## src/inc/plldh_pkg.sv

```systemverilog
// package for the pll lock detect and holdover block
// assumes a single 20 MHz clock domain and a byte-wide register port
package plldh_pkg;
  // ==========================================================
  // register offsets
  localparam logic [9:0] ADDR_STATUS_PIN = 10'h017;
  localparam logic [9:0] ADDR_LOCK_WIN = 10'h018;
  localparam logic [9:0] ADDR_DIV_DELAY = 10'h019;
  localparam logic [9:0] ADDR_LOCK_SEL = 10'h01a;
  localparam logic [9:0] ADDR_WATCH_PIN = 10'h01b;
  localparam logic [9:0] ADDR_REF_CTRL = 10'h01c;
  localparam logic [9:0] ADDR_HOLD_CTRL = 10'h01d;
  localparam logic [9:0] ADDR_UPDATE = 10'h232;
  localparam logic [9:0] ADDR_LOCK_STAT = 10'h01f;
  localparam int NUM_CFG = 7;
  // ==========================================================
  // field positions
  localparam int LW_CNT_LO = 5;
  localparam int LW_RANGE_BIT = 4;
  localparam int LW_DIS_BIT = 3;
  localparam int HC_EN0_BIT = 0;
  localparam int HC_MAN_BIT = 1;
  localparam int HC_EN2_BIT = 2;
  localparam int HC_CMP_BIT = 3;
  localparam int SP_ABW_LO = 0;
  localparam int SP_SEL_LO = 2;
  localparam int DD_REF_LO = 0;
  localparam int DD_REF_EN = 3;
  localparam int DD_FB_LO = 4;
  localparam int DD_FB_EN = 7;
  localparam int RC_SEL_BIT = 0;
  // ==========================================================
  // values after reset and codes
  localparam logic [7:0] CFG_RESET = 8'h00;
  localparam logic [7:0] UPDATE_GO = 8'h01;
  localparam logic [5:0] LSEL_DLD = 6'h00;
  localparam logic [5:0] LSEL_CHARGE = 6'h04;
  localparam logic [5:0] WSEL_CMP_HI = 6'h0a;
  localparam logic [5:0] WSEL_CMP_LO = 6'h0b;
  // charge emulation terminal count, in detector cycles
  localparam logic [7:0] CHARGE_TERM = 8'h20;
  // lock counts for codes 00..11
  localparam logic [7:0] LOCK_CNT0 = 8'h05;
  localparam logic [7:0] LOCK_CNT1 = 8'h10;
  localparam logic [7:0] LOCK_CNT2 = 8'h40;
  localparam logic [7:0] LOCK_CNT3 = 8'hff;
  // ==========================================================
  // holdover states
  typedef enum logic [1:0] {
    HS_IDLE = 2'b00,
    HS_HOLD = 2'b01,
    HS_WAIT = 2'b11,
    HS_BLOCK = 2'b10
  } plldh_hold_t;
endpackage

```

## src/verilog/plldh_phase_win.sv

```systemverilog
// phase window comparator with lock and unlock thresholds
// assumes the phase error magnitude is already measured in fine units
`timescale 1ns/1ps
`default_nettype none
module plldh_phase_win (
  input wire logic [7:0] err,
  input wire logic range_low,
  input wire logic [1:0] abw,
  output logic in_lock_win,
  output logic out_unlock_win
);
  logic [7:0] lock_thr;
  logic [7:0] unlock_thr;
  // ==========================================================
  // thresholds: range bit zero gives the wide window
  assign lock_thr = (range_low ? 8'h04 : 8'h10) + {6'h00, abw};
  assign unlock_thr = {lock_thr[6:0], 1'b0}; // twice as wide for hysteresis
  assign in_lock_win = err < lock_thr;
  assign out_unlock_win = err > unlock_thr;
endmodule
`default_nettype wire

```

## src/verilog/plldh_top.sv

```systemverilog
// lock detect and holdover control for the pll
// assumes ref/fb edge pulses and phase error come from the detector on CLK
// Contract
// lock asserts after programmed consecutive in-window detector cycles
// lock holds until one cycle exceeds the wider unlock threshold
// window set by range bit, antibacklash field, lock count
// count code 00 means five consecutive cycles
// disable bit turns lock detection off unless zero
// reference and feedback divider delays, enable plus three-bit value
// six-bit select chooses lock pin source, 000100 is charge mode
// charge mode sources while locked, shorts pin when unlocked
// comparator output selectable, either polarity, on watch and status pins
// holdover works only with both enable bits set
// control bit zero selects automatic, one selects manual holdover
// manual holdover enters on align pin falling edge
// exit waits for next reference detector edge after pin high
// exit resets B counter, prescaler untouched
// host sets channel dividers to ignore align pin
// automatic holdover enters on low sensed lock pin
// comparator disabled means lock pin sensed high
// re-entry blocked until lock and pin charged again
// holdover follows selected reference, ends at next reference edge
// host calibrates vco before setting holdover enable
// writing 01 to update register applies pending settings
// host uses charge mode for automatic holdover
// charge modelled as counter of lock cycles, high at terminal
//
// The strobed register port is this design's own decision.
`timescale 1ns/1ps
`default_nettype none
module plldh_top
  import plldh_pkg::*;
(
  input wire logic CLK,
  input wire logic RST_N,
  input wire logic CE,
  input wire logic [9:0] ADDR,
  input wire logic [7:0] WDATA,
  input wire logic WR,
  input wire logic RD,
  output logic [7:0] RDATA,
  input wire logic PFD_EVT,
  input wire logic [7:0] PFD_ERR,
  input wire logic REF_EDGE,
  input wire logic ALIGN_PIN_N,
  input wire logic LD_PIN_IN,
  output logic LD_PIN_OUT,
  output logic LD_PIN_OE,
  output logic LD_CHARGE,
  output logic WATCH_PIN,
  output logic STATUS_PIN,
  output logic REF_SELECT,
  output logic [2:0] REF_DELAY,
  output logic REF_DELAY_EN,
  output logic [2:0] FB_DELAY,
  output logic FB_DELAY_EN,
  output logic CP_HIZ,
  output logic B_CNT_RST
);
  import plldh_pkg::*;

  // ==========================================================
  // register file: shadow and active copies
  logic [7:0] shadow_q [NUM_CFG];
  logic [7:0] active_q [NUM_CFG];
  logic [9:0] addr_base;
  logic upd_go;
  logic [7:0] lw_a;
  logic [7:0] hc_a;
  logic [7:0] sp_a;
  logic [7:0] dd_a;
  logic [7:0] ls_a;
  logic [7:0] wp_a;
  logic [7:0] rc_a;

  function automatic logic cfg_hit(input logic [9:0] a, input int idx);
    cfg_hit = (a == ADDR_STATUS_PIN + 10'(idx));
  endfunction

  assign addr_base = ADDR_STATUS_PIN;
  assign upd_go = WR && (ADDR == ADDR_UPDATE) && (WDATA == UPDATE_GO);

  genvar gi;
  generate
    for (gi = 0; gi < NUM_CFG; gi++) begin : g_cfg
      // shadow written by host, copied to active on update
      always_ff @(posedge CLK or negedge RST_N) begin
        if (!RST_N) begin
          shadow_q[gi] <= CFG_RESET;
          active_q[gi] <= CFG_RESET;
        end else if (CE) begin
          if (WR && cfg_hit(ADDR, gi)) begin
            shadow_q[gi] <= WDATA;
          end
          if (upd_go) begin
            active_q[gi] <= shadow_q[gi];
          end
        end
      end
    end
  endgenerate

  assign sp_a = active_q[0];
  assign lw_a = active_q[1];
  assign dd_a = active_q[2];
  assign ls_a = active_q[3];
  assign wp_a = active_q[4];
  assign rc_a = active_q[5];
  assign hc_a = active_q[6];

  // ==========================================================
  // pin synchronisers for align and lock pin sense
  logic [1:0] align_sync_q;
  logic [1:0] ldin_sync_q;
  logic align_prev_q;

  always_ff @(posedge CLK or negedge RST_N) begin
    if (!RST_N) begin
      align_sync_q <= 2'b11;
      ldin_sync_q <= 2'b00;
      align_prev_q <= 1'b1;
    end else if (CE) begin
      align_sync_q <= {align_sync_q[0], ALIGN_PIN_N};
      ldin_sync_q <= {ldin_sync_q[0], LD_PIN_IN};
      align_prev_q <= align_sync_q[1];
    end
  end

  logic align_fall;
  logic align_high;
  assign align_high = align_sync_q[1];
  assign align_fall = align_prev_q && !align_sync_q[1]; // edge, not level

  // ==========================================================
  // digital lock detector
  logic in_win;
  logic out_win;
  logic [7:0] lock_need;
  logic [7:0] lock_cnt_q;
  logic lock_q;
  logic det_en;

  plldh_phase_win u_win (
    .err(PFD_ERR),
    .range_low(lw_a[LW_RANGE_BIT]),
    .abw(sp_a[SP_ABW_LO +: 2]),
    .in_lock_win(in_win),
    .out_unlock_win(out_win)
  );

  assign det_en = !lw_a[LW_DIS_BIT];
  assign lock_need = (lw_a[LW_CNT_LO +: 2] == 2'b00) ? LOCK_CNT0 :
                     (lw_a[LW_CNT_LO +: 2] == 2'b01) ? LOCK_CNT1 :
                     (lw_a[LW_CNT_LO +: 2] == 2'b10) ? LOCK_CNT2 : LOCK_CNT3;

  // consecutive count while unlocked, single bad cycle drops lock
  always_ff @(posedge CLK or negedge RST_N) begin
    if (!RST_N) begin
      lock_q <= 1'b0;
      lock_cnt_q <= 8'h00;
    end else if (CE) begin
      if (!det_en) begin
        lock_q <= 1'b0;
        lock_cnt_q <= 8'h00;
      end else if (PFD_EVT) begin
        if (lock_q) begin
          lock_q <= !out_win;
          lock_cnt_q <= 8'h00;
        end else if (!in_win) begin
          lock_cnt_q <= 8'h00;
        end else if (lock_cnt_q + 8'h01 >= lock_need) begin
          lock_q <= 1'b1;
          lock_cnt_q <= 8'h00;
        end else begin
          lock_cnt_q <= lock_cnt_q + 8'h01;
        end
      end
    end
  end

  // ==========================================================
  // charge-mode emulation of the lock pin capacitor
  logic [7:0] chg_cnt_q;
  logic charge_mode;
  assign charge_mode = (ls_a[5:0] == LSEL_CHARGE);

  always_ff @(posedge CLK or negedge RST_N) begin
    if (!RST_N) begin
      chg_cnt_q <= 8'h00;
    end else if (CE) begin
      if (!lock_q) begin
        chg_cnt_q <= 8'h00; // instant discharge
      end else if (PFD_EVT && chg_cnt_q != CHARGE_TERM) begin
        chg_cnt_q <= chg_cnt_q + 8'h01;
      end
    end
  end

  logic charged;
  assign charged = (chg_cnt_q == CHARGE_TERM);
  // lock pin: source while locked in charge mode, drive the flag for the DLD select, else low
  assign LD_PIN_OE = 1'b1;
  assign LD_PIN_OUT = charge_mode ? lock_q : (ls_a[5:0] == LSEL_DLD) && lock_q;
  assign LD_CHARGE = charge_mode && lock_q;

  // internal comparator: emulated level in charge mode, else pin sense
  logic cmp_out;
  logic ld_sensed;
  assign cmp_out = charge_mode ? charged : ldin_sync_q[1];
  assign ld_sensed = hc_a[HC_CMP_BIT] ? cmp_out : 1'b1;

  // ==========================================================
  // holdover state machine
  plldh_hold_t hs_q;
  plldh_hold_t hs_d;
  logic hold_en;
  logic manual;
  logic b_rst_d;
  assign hold_en = hc_a[HC_EN0_BIT] && hc_a[HC_EN2_BIT];
  assign manual = hc_a[HC_MAN_BIT];

  // next state; exit on the selected reference's edge, or from HS_HOLD at once when disabled
  always_comb begin
    hs_d = hs_q;
    b_rst_d = 1'b0;
    unique case (hs_q)
      HS_IDLE: begin
        if (hold_en && manual && align_fall) begin
          hs_d = HS_HOLD;
        end else if (hold_en && !manual && !ld_sensed) begin
          hs_d = HS_HOLD;
        end
      end
      HS_HOLD: begin
        if (!hold_en) begin
          hs_d = HS_IDLE;
        end else if (manual ? align_high : 1'b1) begin
          hs_d = HS_WAIT;
        end
      end
      HS_WAIT: begin
        if (REF_EDGE) begin
          hs_d = manual ? HS_IDLE : HS_BLOCK;
          b_rst_d = 1'b1;
        end
      end
      HS_BLOCK: begin
        if (!hold_en || (lock_q && ld_sensed)) begin
          hs_d = HS_IDLE;
        end
      end
    endcase
  end

  logic b_rst_q;
  always_ff @(posedge CLK or negedge RST_N) begin
    if (!RST_N) begin
      hs_q <= HS_IDLE;
      b_rst_q <= 1'b0;
    end else if (CE) begin
      hs_q <= hs_d;
      b_rst_q <= b_rst_d;
    end
  end

  assign CP_HIZ = (hs_q == HS_HOLD) || (hs_q == HS_WAIT);
  assign B_CNT_RST = b_rst_q;

  // ==========================================================
  // pin muxes for comparator output
  function automatic logic pin_sel(input logic [5:0] code, input logic c, input logic l);
    pin_sel = (code == WSEL_CMP_HI) ? c : (code == WSEL_CMP_LO) ? !c : (code == LSEL_DLD) ? l : 1'b0;
  endfunction

  logic watch_d;
  logic status_d;
  assign watch_d = pin_sel({1'b0, wp_a[4:0]}, cmp_out, lock_q);
  assign status_d = pin_sel(sp_a[SP_SEL_LO +: 6], cmp_out, lock_q);

  // registered data outputs
  logic [7:0] rd_data;
  always_ff @(posedge CLK or negedge RST_N) begin
    if (!RST_N) begin
      WATCH_PIN <= 1'b0;
      STATUS_PIN <= 1'b0;
      RDATA <= 8'h00;
    end else if (CE) begin
      WATCH_PIN <= watch_d;
      STATUS_PIN <= status_d;
      RDATA <= rd_data;
    end
  end

  // divider delay cells and reference choice
  assign REF_DELAY = dd_a[DD_REF_LO +: 3];
  assign REF_DELAY_EN = dd_a[DD_REF_EN];
  assign FB_DELAY = dd_a[DD_FB_LO +: 3];
  assign FB_DELAY_EN = dd_a[DD_FB_EN];
  assign REF_SELECT = rc_a[RC_SEL_BIT];

  // ==========================================================
  // read mux: shadow values, plus a status word; unmapped reads zero
  logic [9:0] rd_off;
  assign rd_off = ADDR - addr_base;
  assign rd_data = !RD ? 8'h00 :
                   (ADDR == ADDR_LOCK_STAT) ? {3'b000, charged, hs_q, CP_HIZ, lock_q} :
                   (ADDR >= ADDR_STATUS_PIN && ADDR <= ADDR_HOLD_CTRL) ? shadow_q[rd_off[2:0]] :
                   8'h00;
endmodule
`default_nettype wire

```

## config.mk

```make
export PLATFORM = sky130hd
export DESIGN_NAME = plldh_top
export DESIGN_NICKNAME = d
export VERILOG_FILES = /design/src/inc/plldh_pkg.sv /design/src/verilog/plldh_phase_win.sv /design/src/verilog/plldh_top.sv
export SDC_FILE = /design/constraint.sdc
export NUM_CORES = 1
export LEC_CHECK = 0
export BUFFER_PORTS_ARGS = -buffer_cell sky130_fd_sc_hd__clkbuf_2
export CORE_UTILIZATION = 40
export DETAILED_ROUTE_END_ITERATION = 10
export GPL_ROUTABILITY_DRIVEN = 1
export SYNTH_ARGS = -nofsm -noshare
export SYNTH_HDL_FRONTEND = slang
export SYNTH_SLANG_ARGS = --single-unit
```

## constraint.sdc

```tcl
create_clock -name CLK -period 2.85 [get_ports CLK]
set_input_delay 0.57 -clock CLK [delete_from_list [all_inputs] [get_ports CLK]]
set_output_delay 0.57 -clock CLK [all_outputs]
set_load 0.1 [all_outputs]
```

Word-level counts from Yosys, hierarchy flattened
Index checks and enable logic that the tools add are counted.

storage, ports and cells
  bits in registers = 130
  word-level logic and storage cells = 150

operators by class
  add/subtract/negate cells = 4
  order comparisons = 6
  equal/unequal tests = 27
  multiplexer cells = 42
  bitwise logic cells = 1
  reductions and logical operators = 45

operators with widths
  kind                                                              number
  2-to-1 mux 8 bit                                                  15
  equality test 10 x 5 -> 1 bit (second input constant)             8
  binary-select mux 8 bit (select 3 bit)                            1
  logical AND 1 bit                                                 20
  AND reduction 2 bit                                               10
  2-to-1 mux 1 bit                                                  17
  adder 8 x 1 -> 8 bit (second input constant)                      2
  2-to-1 mux 2 bit                                                  7
  equality test 6 x 4 -> 1 bit (second input constant)              2
  zero test 6 bit                                                   2
  equality test 10 bit (second input constant)                      1
  equality test 5 x 4 -> 1 bit (second input constant)              2
  >= comparator 10 x 5 -> 1 bit (second input constant)             1
  less-or-equal comparator 10 x 5 -> 1 bit (second input constant)  1
  adder 8 x 2 -> 8 bit                                              1
  equality test 8 x 1 -> 1 bit (second input constant)              1
  equality test 8 x 6 -> 1 bit (second input constant)              1
  >= comparator 8 bit                                               1
  greater-than comparator 8 bit                                     1
  < comparator 8 bit                                                1
  != test 8 x 6 -> 1 bit (second input constant)                    1
  case mux 2 bit (4 select lines)                                   1
  equality test 2 bit (second input constant)                       3
  equality test 6 x 3 -> 1 bit (second input constant)              1
  14 further kinds                                                  24

Longest topological paths before layout
Gate-level depths: netlist (run 1).

  depth in word-level cells = 10
  mapped depth = 11
  depth with buffers taken out = 10

By module
A second synthesis (run 1) with hierarchy kept.

unflattened totals
  cells, all modules = 499
  area total of the unflattened synthesis = 6301.0 µm²

by module, submodules not included
  module           times used  cells each  area an instance (µm²)  seq. area each (µm²)
  plldh_top        1           476         6108.4                  3181.8
  plldh_phase_win  1           23          192.7                   0.0

Worst setup path after synthesis (run 1)
OpenSTA, ideal clock, no wires.

  kind = reg-to-output
  from = register active_q, in the netlist ls_a[1]
  to = output port LD_CHARGE
  arrival time = 3.922 ns
  required time = 2.280 ns
  slack = -1.642 ns
  cell stages (with the launch flop) = 4
  buffers on the path = 0
  cells stage by stage = dfrtp_1 -> or4_1 -> nor3_1 -> and2_1

between the ends
  word-level cells in the longest chain between the ends = 2

ends and longest elaborated chain
  element                            RTL line          RTL
  from (decl)                        plldh_top.sv:65   logic [7:0] active_q [NUM_CFG];
  from (signal, indexed assignment)  plldh_top.sv:96   active_q[gi] <= shadow_q[gi];
  equality test 6 x 3 -> 1 bit       plldh_top.sv:185  assign charge_mode = (ls_a[5:0] == LSEL_CHARGE);
  logical AND 1 bit                  plldh_top.sv:204  assign LD_CHARGE = charge_mode && lock_q;
  to (decl)                          plldh_top.sv:49   output logic LD_CHARGE,

No other way between the ends.

Final worst setup path (run 1)
  from = register active_q, in the netlist ls_a[0]
  to = output port LD_CHARGE

Same word-level chain as after synthesis.

==> results of run 1 <==
-- final timing paths --
check | endpoint | slack, ns | cells after the start
max | LD_CHARGE | 0.08 | 4
min | lock_cnt_q[5] | 0.05 | 1
max reg2reg | lock_q | 0.48 | 11
min reg2reg | shadow_q[22] | 0.50 | 1
max in group asynchronous | RDATA[2] | 2.08 | 2
min in group CLK | align_sync_q[0] | 0.40 | 2
-- kinds of logic (layout without fill, tap and decap cells) --
group | after synthesis | in the layout | share of synthesized area [%]
AOI/OAI and AO/OA | 79 | 79 | 8.34
xor gates and xnor gates | 7 | 7 | 0.970
adders and majority gates | 27 | 27 | 5.35
buffers and inverters | 44 | 127 | 3.03
DFF | 127 | 127 | 50.3
muxes | 115 | 115 | 21.9
other | 1 | 1 | 0.0593
and+or+nand+nor | 114 | 114 | 10.0
-- layer usage --
metal / up-vias / global-route usage [%] / part of all wire (%)
li1: 2038 / - / -
met1: 2155 / 26.8 / 48
met2: 73 / 31.2 / 48
met3: 15 / 5.01 / 3.7
met4: 0 / 5.33 / 1.0
met5: - / 0 / 0
-- report_power, final --
group,leakage [nW],internal [mW],switching [mW]
sequential,1.76,1.83,0.0119
clock,0.312,1.60,0.808
combinational,1.64,0.0871,0.145
total,3.71,3.51,0.964
-- state kept, by name, indices dropped and copies added (netlist names), 2 cells and up --
name and flops:
RDATA 8, lw_a 4, lock_cnt_q 8, chg_cnt_q 8
hs_q 2, shadow_q 56, sp_a 8, align_sync_q 2
dd_a 8, hc_a 4, ldin_sync_q 2, ls_a 6
wp_a 5
-- final cells by class --
| cell class | instances | area [µm²] | share of cell area (%) |
|---|---|---|---|
| well taps | 211 | 264 | 3.44 |
| repair buffers | 74 | 465 | 6.06 |
| clock buffers | 19 | 453 | 5.90 |
| flip-flops and latches | 127 | 3180 | 41.4 |
| multi-input cells | 343 | 3020 | 39.3 |
| clock inverters | 12 | 208 | 2.70 |
| inverters | 22 | 90.1 | 1.17 |
-- cell usage in the layout (no fill, tap or decap), types with 3 or more instances in the layout --
cell type	instances
or4_1	4
clkbuf_16	17
or2_2	3
mux2_2	93
xor2_1	4
buf_4	14
inv_1	20
a32o_1	6
buf_12	4
mux2_4	12
nand2b_1	8
clkinvlp_4	3
dfrtp_1	124
clkbuf_2	56
o22ai_1	3
dfstp_2	3
xnor2_1	3
nor2b_1	8
mux4_2	8
nand3_1	13
nand2_1	22
nor4_1	4
nor3_1	6
o31ai_1	5
o21ai_0	17
bufinv_16	5
nor2_1	20
a22oi_1	8
ha_1	26
and3_1	4
a21oi_1	20
or3_1	3
-- worst max-delay path, cell delays in order (launching register included) --
cell and delay, ns:
dfrtp_1 0.39, or4_1 0.61, nor3_4 0.18, and2_2 0.16
clkbuf_2 0.44
-- through the flow --
step	instances	hold slack (ns)	cell area (µm²)	util (%)	setup TNS, ns
finish	808	0.0517	7680	50.1	0
detailed placement	777	0.489	7020	45.8	0
floorplan	514	0.274	6440	-	-2.67
global route	808	0.0508	7680	50.1	0
global placement	777	0.483	7020	45.8	0
CTS	808	0.0516	7680	50.1	0
==> impl_metrics.ini, run 1 <==
[cts]
clockBufferDepth = 2
hold_buffers = 0
h-tree-depth = 4
cts_tree = done
ctsResizeCount = 0
cts-root-buf = clkbuf_16
clk_pin_slew_worst_paths_ns = 0.06
insertion_delay_ns = 0.42
cts_buffers = 17
postCtsSetupBuffers = 0
cts.sinks = 127

[logic_synthesis]
syn_avg_cell_area_um2 = 12.3
synth.cell_area_um2 = 6320
syn_nets = 576
synth-edff-count = 0
synth_most_common_cell = dfrtp_1
yosysTopAreaCell = dfrtp_1
ys_types = 61
ys.warnings.count = 0
synth-main-ff-cell = dfrtp_1
ys_top_cells_by_area = dfrtp_1, mux2_2, ha_1
synth-seq-cells = 127
ys_async_sr_fraction_pct = 100
syn_inst = 514
ys_seq_area_share_pct = 50.3
ys_top_cells_by_count = dfrtp_1, mux2_2, ha_1, nand2_1, inv_1
synth_top_area_share_pct = 49.1

[floorplanning]
dieArea_um2 = 16300
chipWidth_um = 128
io_pins = 59
start_util_pct = 41.3
die_h_um = 128
coreArea_um2 = 15300
row_count = 45

[worst_setup_path]
critPathMaxFanout = 2
startpoint = ls_a[0]
crit_arrival_ns = 2.20
r2r_start = lock_cnt_q[0]
criticalPathCategory = flip-flop to primary output
cp-end-kind = primary output
start_kind = flip-flop
required_ns = 2.28

[sta]
worst_pin_slew_ns = 1.14
fmax_ghz = 0.361
relSlewSlack_pct = 23.3
rsz0062_at_grt = false
fin_crit_sh_pct = 97.2
setup_viol = 0
slew_viol_final = 0
setup_ws_ns = 0.0786
fin_crit_ns = 2.77
hold_viol_final = 0
fin_skew_ns = 0.00741

[placed_design]
port_buffers = 57
place_ws_ns = 0.0253
place_congestion = 0.790
hpwl_um = 10500

[detailed_routing]
vias_per_cell = 5.30
drc = 0
ant_nets = 0
drt-total-wl_um = 14800
wl_per_cell_um = 18.3
vias = 4281
dr.pass1.iters = 4
drt_iter0_drc = 274

[cells_and_area]
nFillCells = 1392
areaGrowthSynthToFinish_pct = 21.5
drive_above_1_share_pct = 38.7
fin_nets = 647
antenna-diode-count = 0

[grt]
globalRouteOverflowTotal = 0
antenna_found_initial = 0
grt_max_degree = 76
grt_pass1_vias = 4420
grt_pass1_wl_um = 24000
track_usage_pct = 19.7

[min_path]
hold_path.class = primary input to async pin

[outcome]
status = completed

[power]
irDropWorstVdd_v = 0.000609
power.leakage_nw = 3.71
total_power_mw = 4.48
power_density_nw_per_um2 = 583

[run]
cap_violations = 0
Power figures use the tool's default switching activity.
==> run 2, diff against run 1 <==
BUFFER_PORTS_ARGS = unset   (was -buffer_cell sky130_fd_sc_hd__clkbuf_2)
DONT_BUFFER_PORTS = 1   (was unset)
==> run 2 against run 1 <==
Critical path depth unchanged. Power down 4.0%. Utilization down 2.5 points. Clock skew down 0.00070 ns. Worst setup slack better by 0.26 ns. Sequential share of layout area up 2.1 points. The flow now finishes with violations (hold timing). Non-clock buffer count down 63. Largest power group unchanged.
==> impl_metrics.ini, run 2 (synthesis gave the netlist of run 1 again) <==
[placed_design]
hpwl_um = 10000
port_buffers = 0
place_congestion = 0.768
dp_cells = 714
place_ws_ns = 0.112
placed_cell_area_um2 = 6660

[floorplanning]
die_h_um = 128
dieArea_um2 = 16300
chipWidth_um = 128
coreArea_um2 = 15300
start_util_pct = 41.3
io_pins = 59
row_count = 45

[detailed_routing]
dr.pass1.iters = 4
drc = 0
wl_per_cell_um = 19.3
vias = 4081
ant_nets = 0
drt-total-wl_um = 14400
vias_per_cell = 5.47
drt_iter0_drc = 310

[sta]
fin_crit_ns = 2.51
fin_crit_sh_pct = 88.1
relSlewSlack_pct = 38.1
slew_viol_final = 0
fmax_ghz = 0.398
setup_viol = 0
hold_ws_ns = -0.144
hold_viol_final = 124
fin_skew_ns = 0.00670
worst_pin_slew_ns = 0.929
setup_ws_ns = 0.339
rsz0062_at_grt = false

[cells_and_area]
stdcell_count = 746
layout_commonest_cell = dfrtp_1
largest_reg_flops = 56
fin_nets = 584
nFillCells = 1403
regMostFlops = shadow_q
layout_common_cells = dfrtp_1, mux2_2, ha_1
finish.instance_area_um2 = 7300
antenna-diode-count = 0
drive_above_1_share_pct = 31.2
areaGrowthSynthToFinish_pct = 15.6

[grt]
met3_usage_pct = 5.43
met1_usage_pct = 25.2
grt_pass1_vias = 4199
grt_pass1_wl_um = 23100
antenna_found_initial = 0
busiest_layer = met2
track_usage_pct = 19.0
globalRouteOverflowTotal = 0
grt_max_degree = 128
grtUsageMet2_pct = 29.6

[cts]
ctsResizeCount = 0
clockBufferDepth = 2
cts.sinks = 127
h-tree-depth = 4
clk_pin_slew_worst_paths_ns = 0.05
cts-root-buf = clkbuf_16
cts_tree = done
insertion_delay_ns = 0.41
cts_buffers = 17
postCtsSetupBuffers = 0

[power]
switchingPower_uw = 860
power.leakage_nw = 3.42
internal_power_mw = 3.44
power_density_nw_per_um2 = 589
irDropWorstVdd_v = 0.000441
p_seq_share_pct = 42.8
p_sw_share_pct = 20.0
combinationalPowerShare_pct = 2.7
clockPowerShare_pct = 54.5

[worst_setup_path]
max_stage_delay_ns = 0.60
crit_buf_inv = 1
crit_arrival_ns = 1.94
r2r_start = lock_cnt_q[0]
crit_slowest_cell = or4_1
required_ns = 2.28
cp_top_family = simple AND/OR/NAND/NOR gates
r2r_slack_ns = 0.48
critPathMaxFanout = 2
criticalPathCategory = flip-flop to primary output
path_cells = or4_1 > nor3_4 > and2_2 > buf_12
cp-end-kind = primary output
start_kind = flip-flop
startpoint = ls_a[0]

[outcome]
status = complete, but fails checks
violations = hold timing

[min_path]
hold_path.class = primary input to async pin

[run]
cap_violations = 0
-- run 2: cell count changes in the layout (fill, tap and decap cells not counted) --
cell,previous run,this run
clkbuf_8,2,4
inv_6,2,0
clkinvlp_4,3,1
clkinv_2,0,2
clkbuf_1,0,2
bufinv_16,5,4
clkbuf_2,56,0
buf_12,4,2
buf_4,14,9
-- run 2: worst reg2reg max path: cells and delay by family (launching register included) --
family                     cells  cell delay (ns)
and+or+nand+nor                5             0.90
AOI/OAI and AO/OA              4             0.44
DFF                            1             0.43
adders and majority gates      1             0.29
buffers and inverters          1             0.18
-- run 2: worst paths after layout --
kind,to,depth (start not counted)
setup / recovery,LD_CHARGE,4
hold / removal,lock_cnt_q[0],0
max in group asynchronous,align_sync_q[0],0
hold reg to reg,ls_a[1],1
min in group CLK,RDATA[5],1
setup reg to reg,lock_q,11
-- run 2: final cells by class --
type | instances | area, µm² | share of cell area [%]
Clock buffer | 23 | 488 | 6.68
Clock inverter | 9 | 155 | 2.12
Inverter | 22 | 90.1 | 1.23
Multi-Input combinational cell | 343 | 3020 | 41.3
Sequential cell | 127 | 3180 | 43.6
Tap cell | 211 | 264 | 3.61
Timing Repair Buffer | 11 | 108 | 1.47
-- run 2: per-layer routing --
metal / vias to the layer above / part of all wire [%]
met4: 0 / 1.1
li1: 1911 / -
met5: - / 0
met3: 11 / 5.1
met2: 77 / 47
met1: 2082 / 47
-- run 2: power by group through the flow --
stage	registers [mW]	logic (mW)	clock network [mW]
after floorplan	1.87	0.107	0
after global placement	1.87	0.115	0
after detailed placement	1.87	0.118	0
after CTS	1.84	0.118	2.38
after global routing	1.84	0.130	2.45
final	1.84	0.118	2.34
-- run 2: per-stage QoR --
stage               power, mW  util [%]  TNS (ns)  hold WS (ns)
finish                   4.30      47.7         0        -0.144
global route             4.42      47.7         0        -0.163
CTS                      4.34      47.7         0        -0.160
detailed placement       1.99      43.5         0         0.283
global placement         1.98      43.5         0         0.282
floorplan                1.97         -     -2.67         0.274
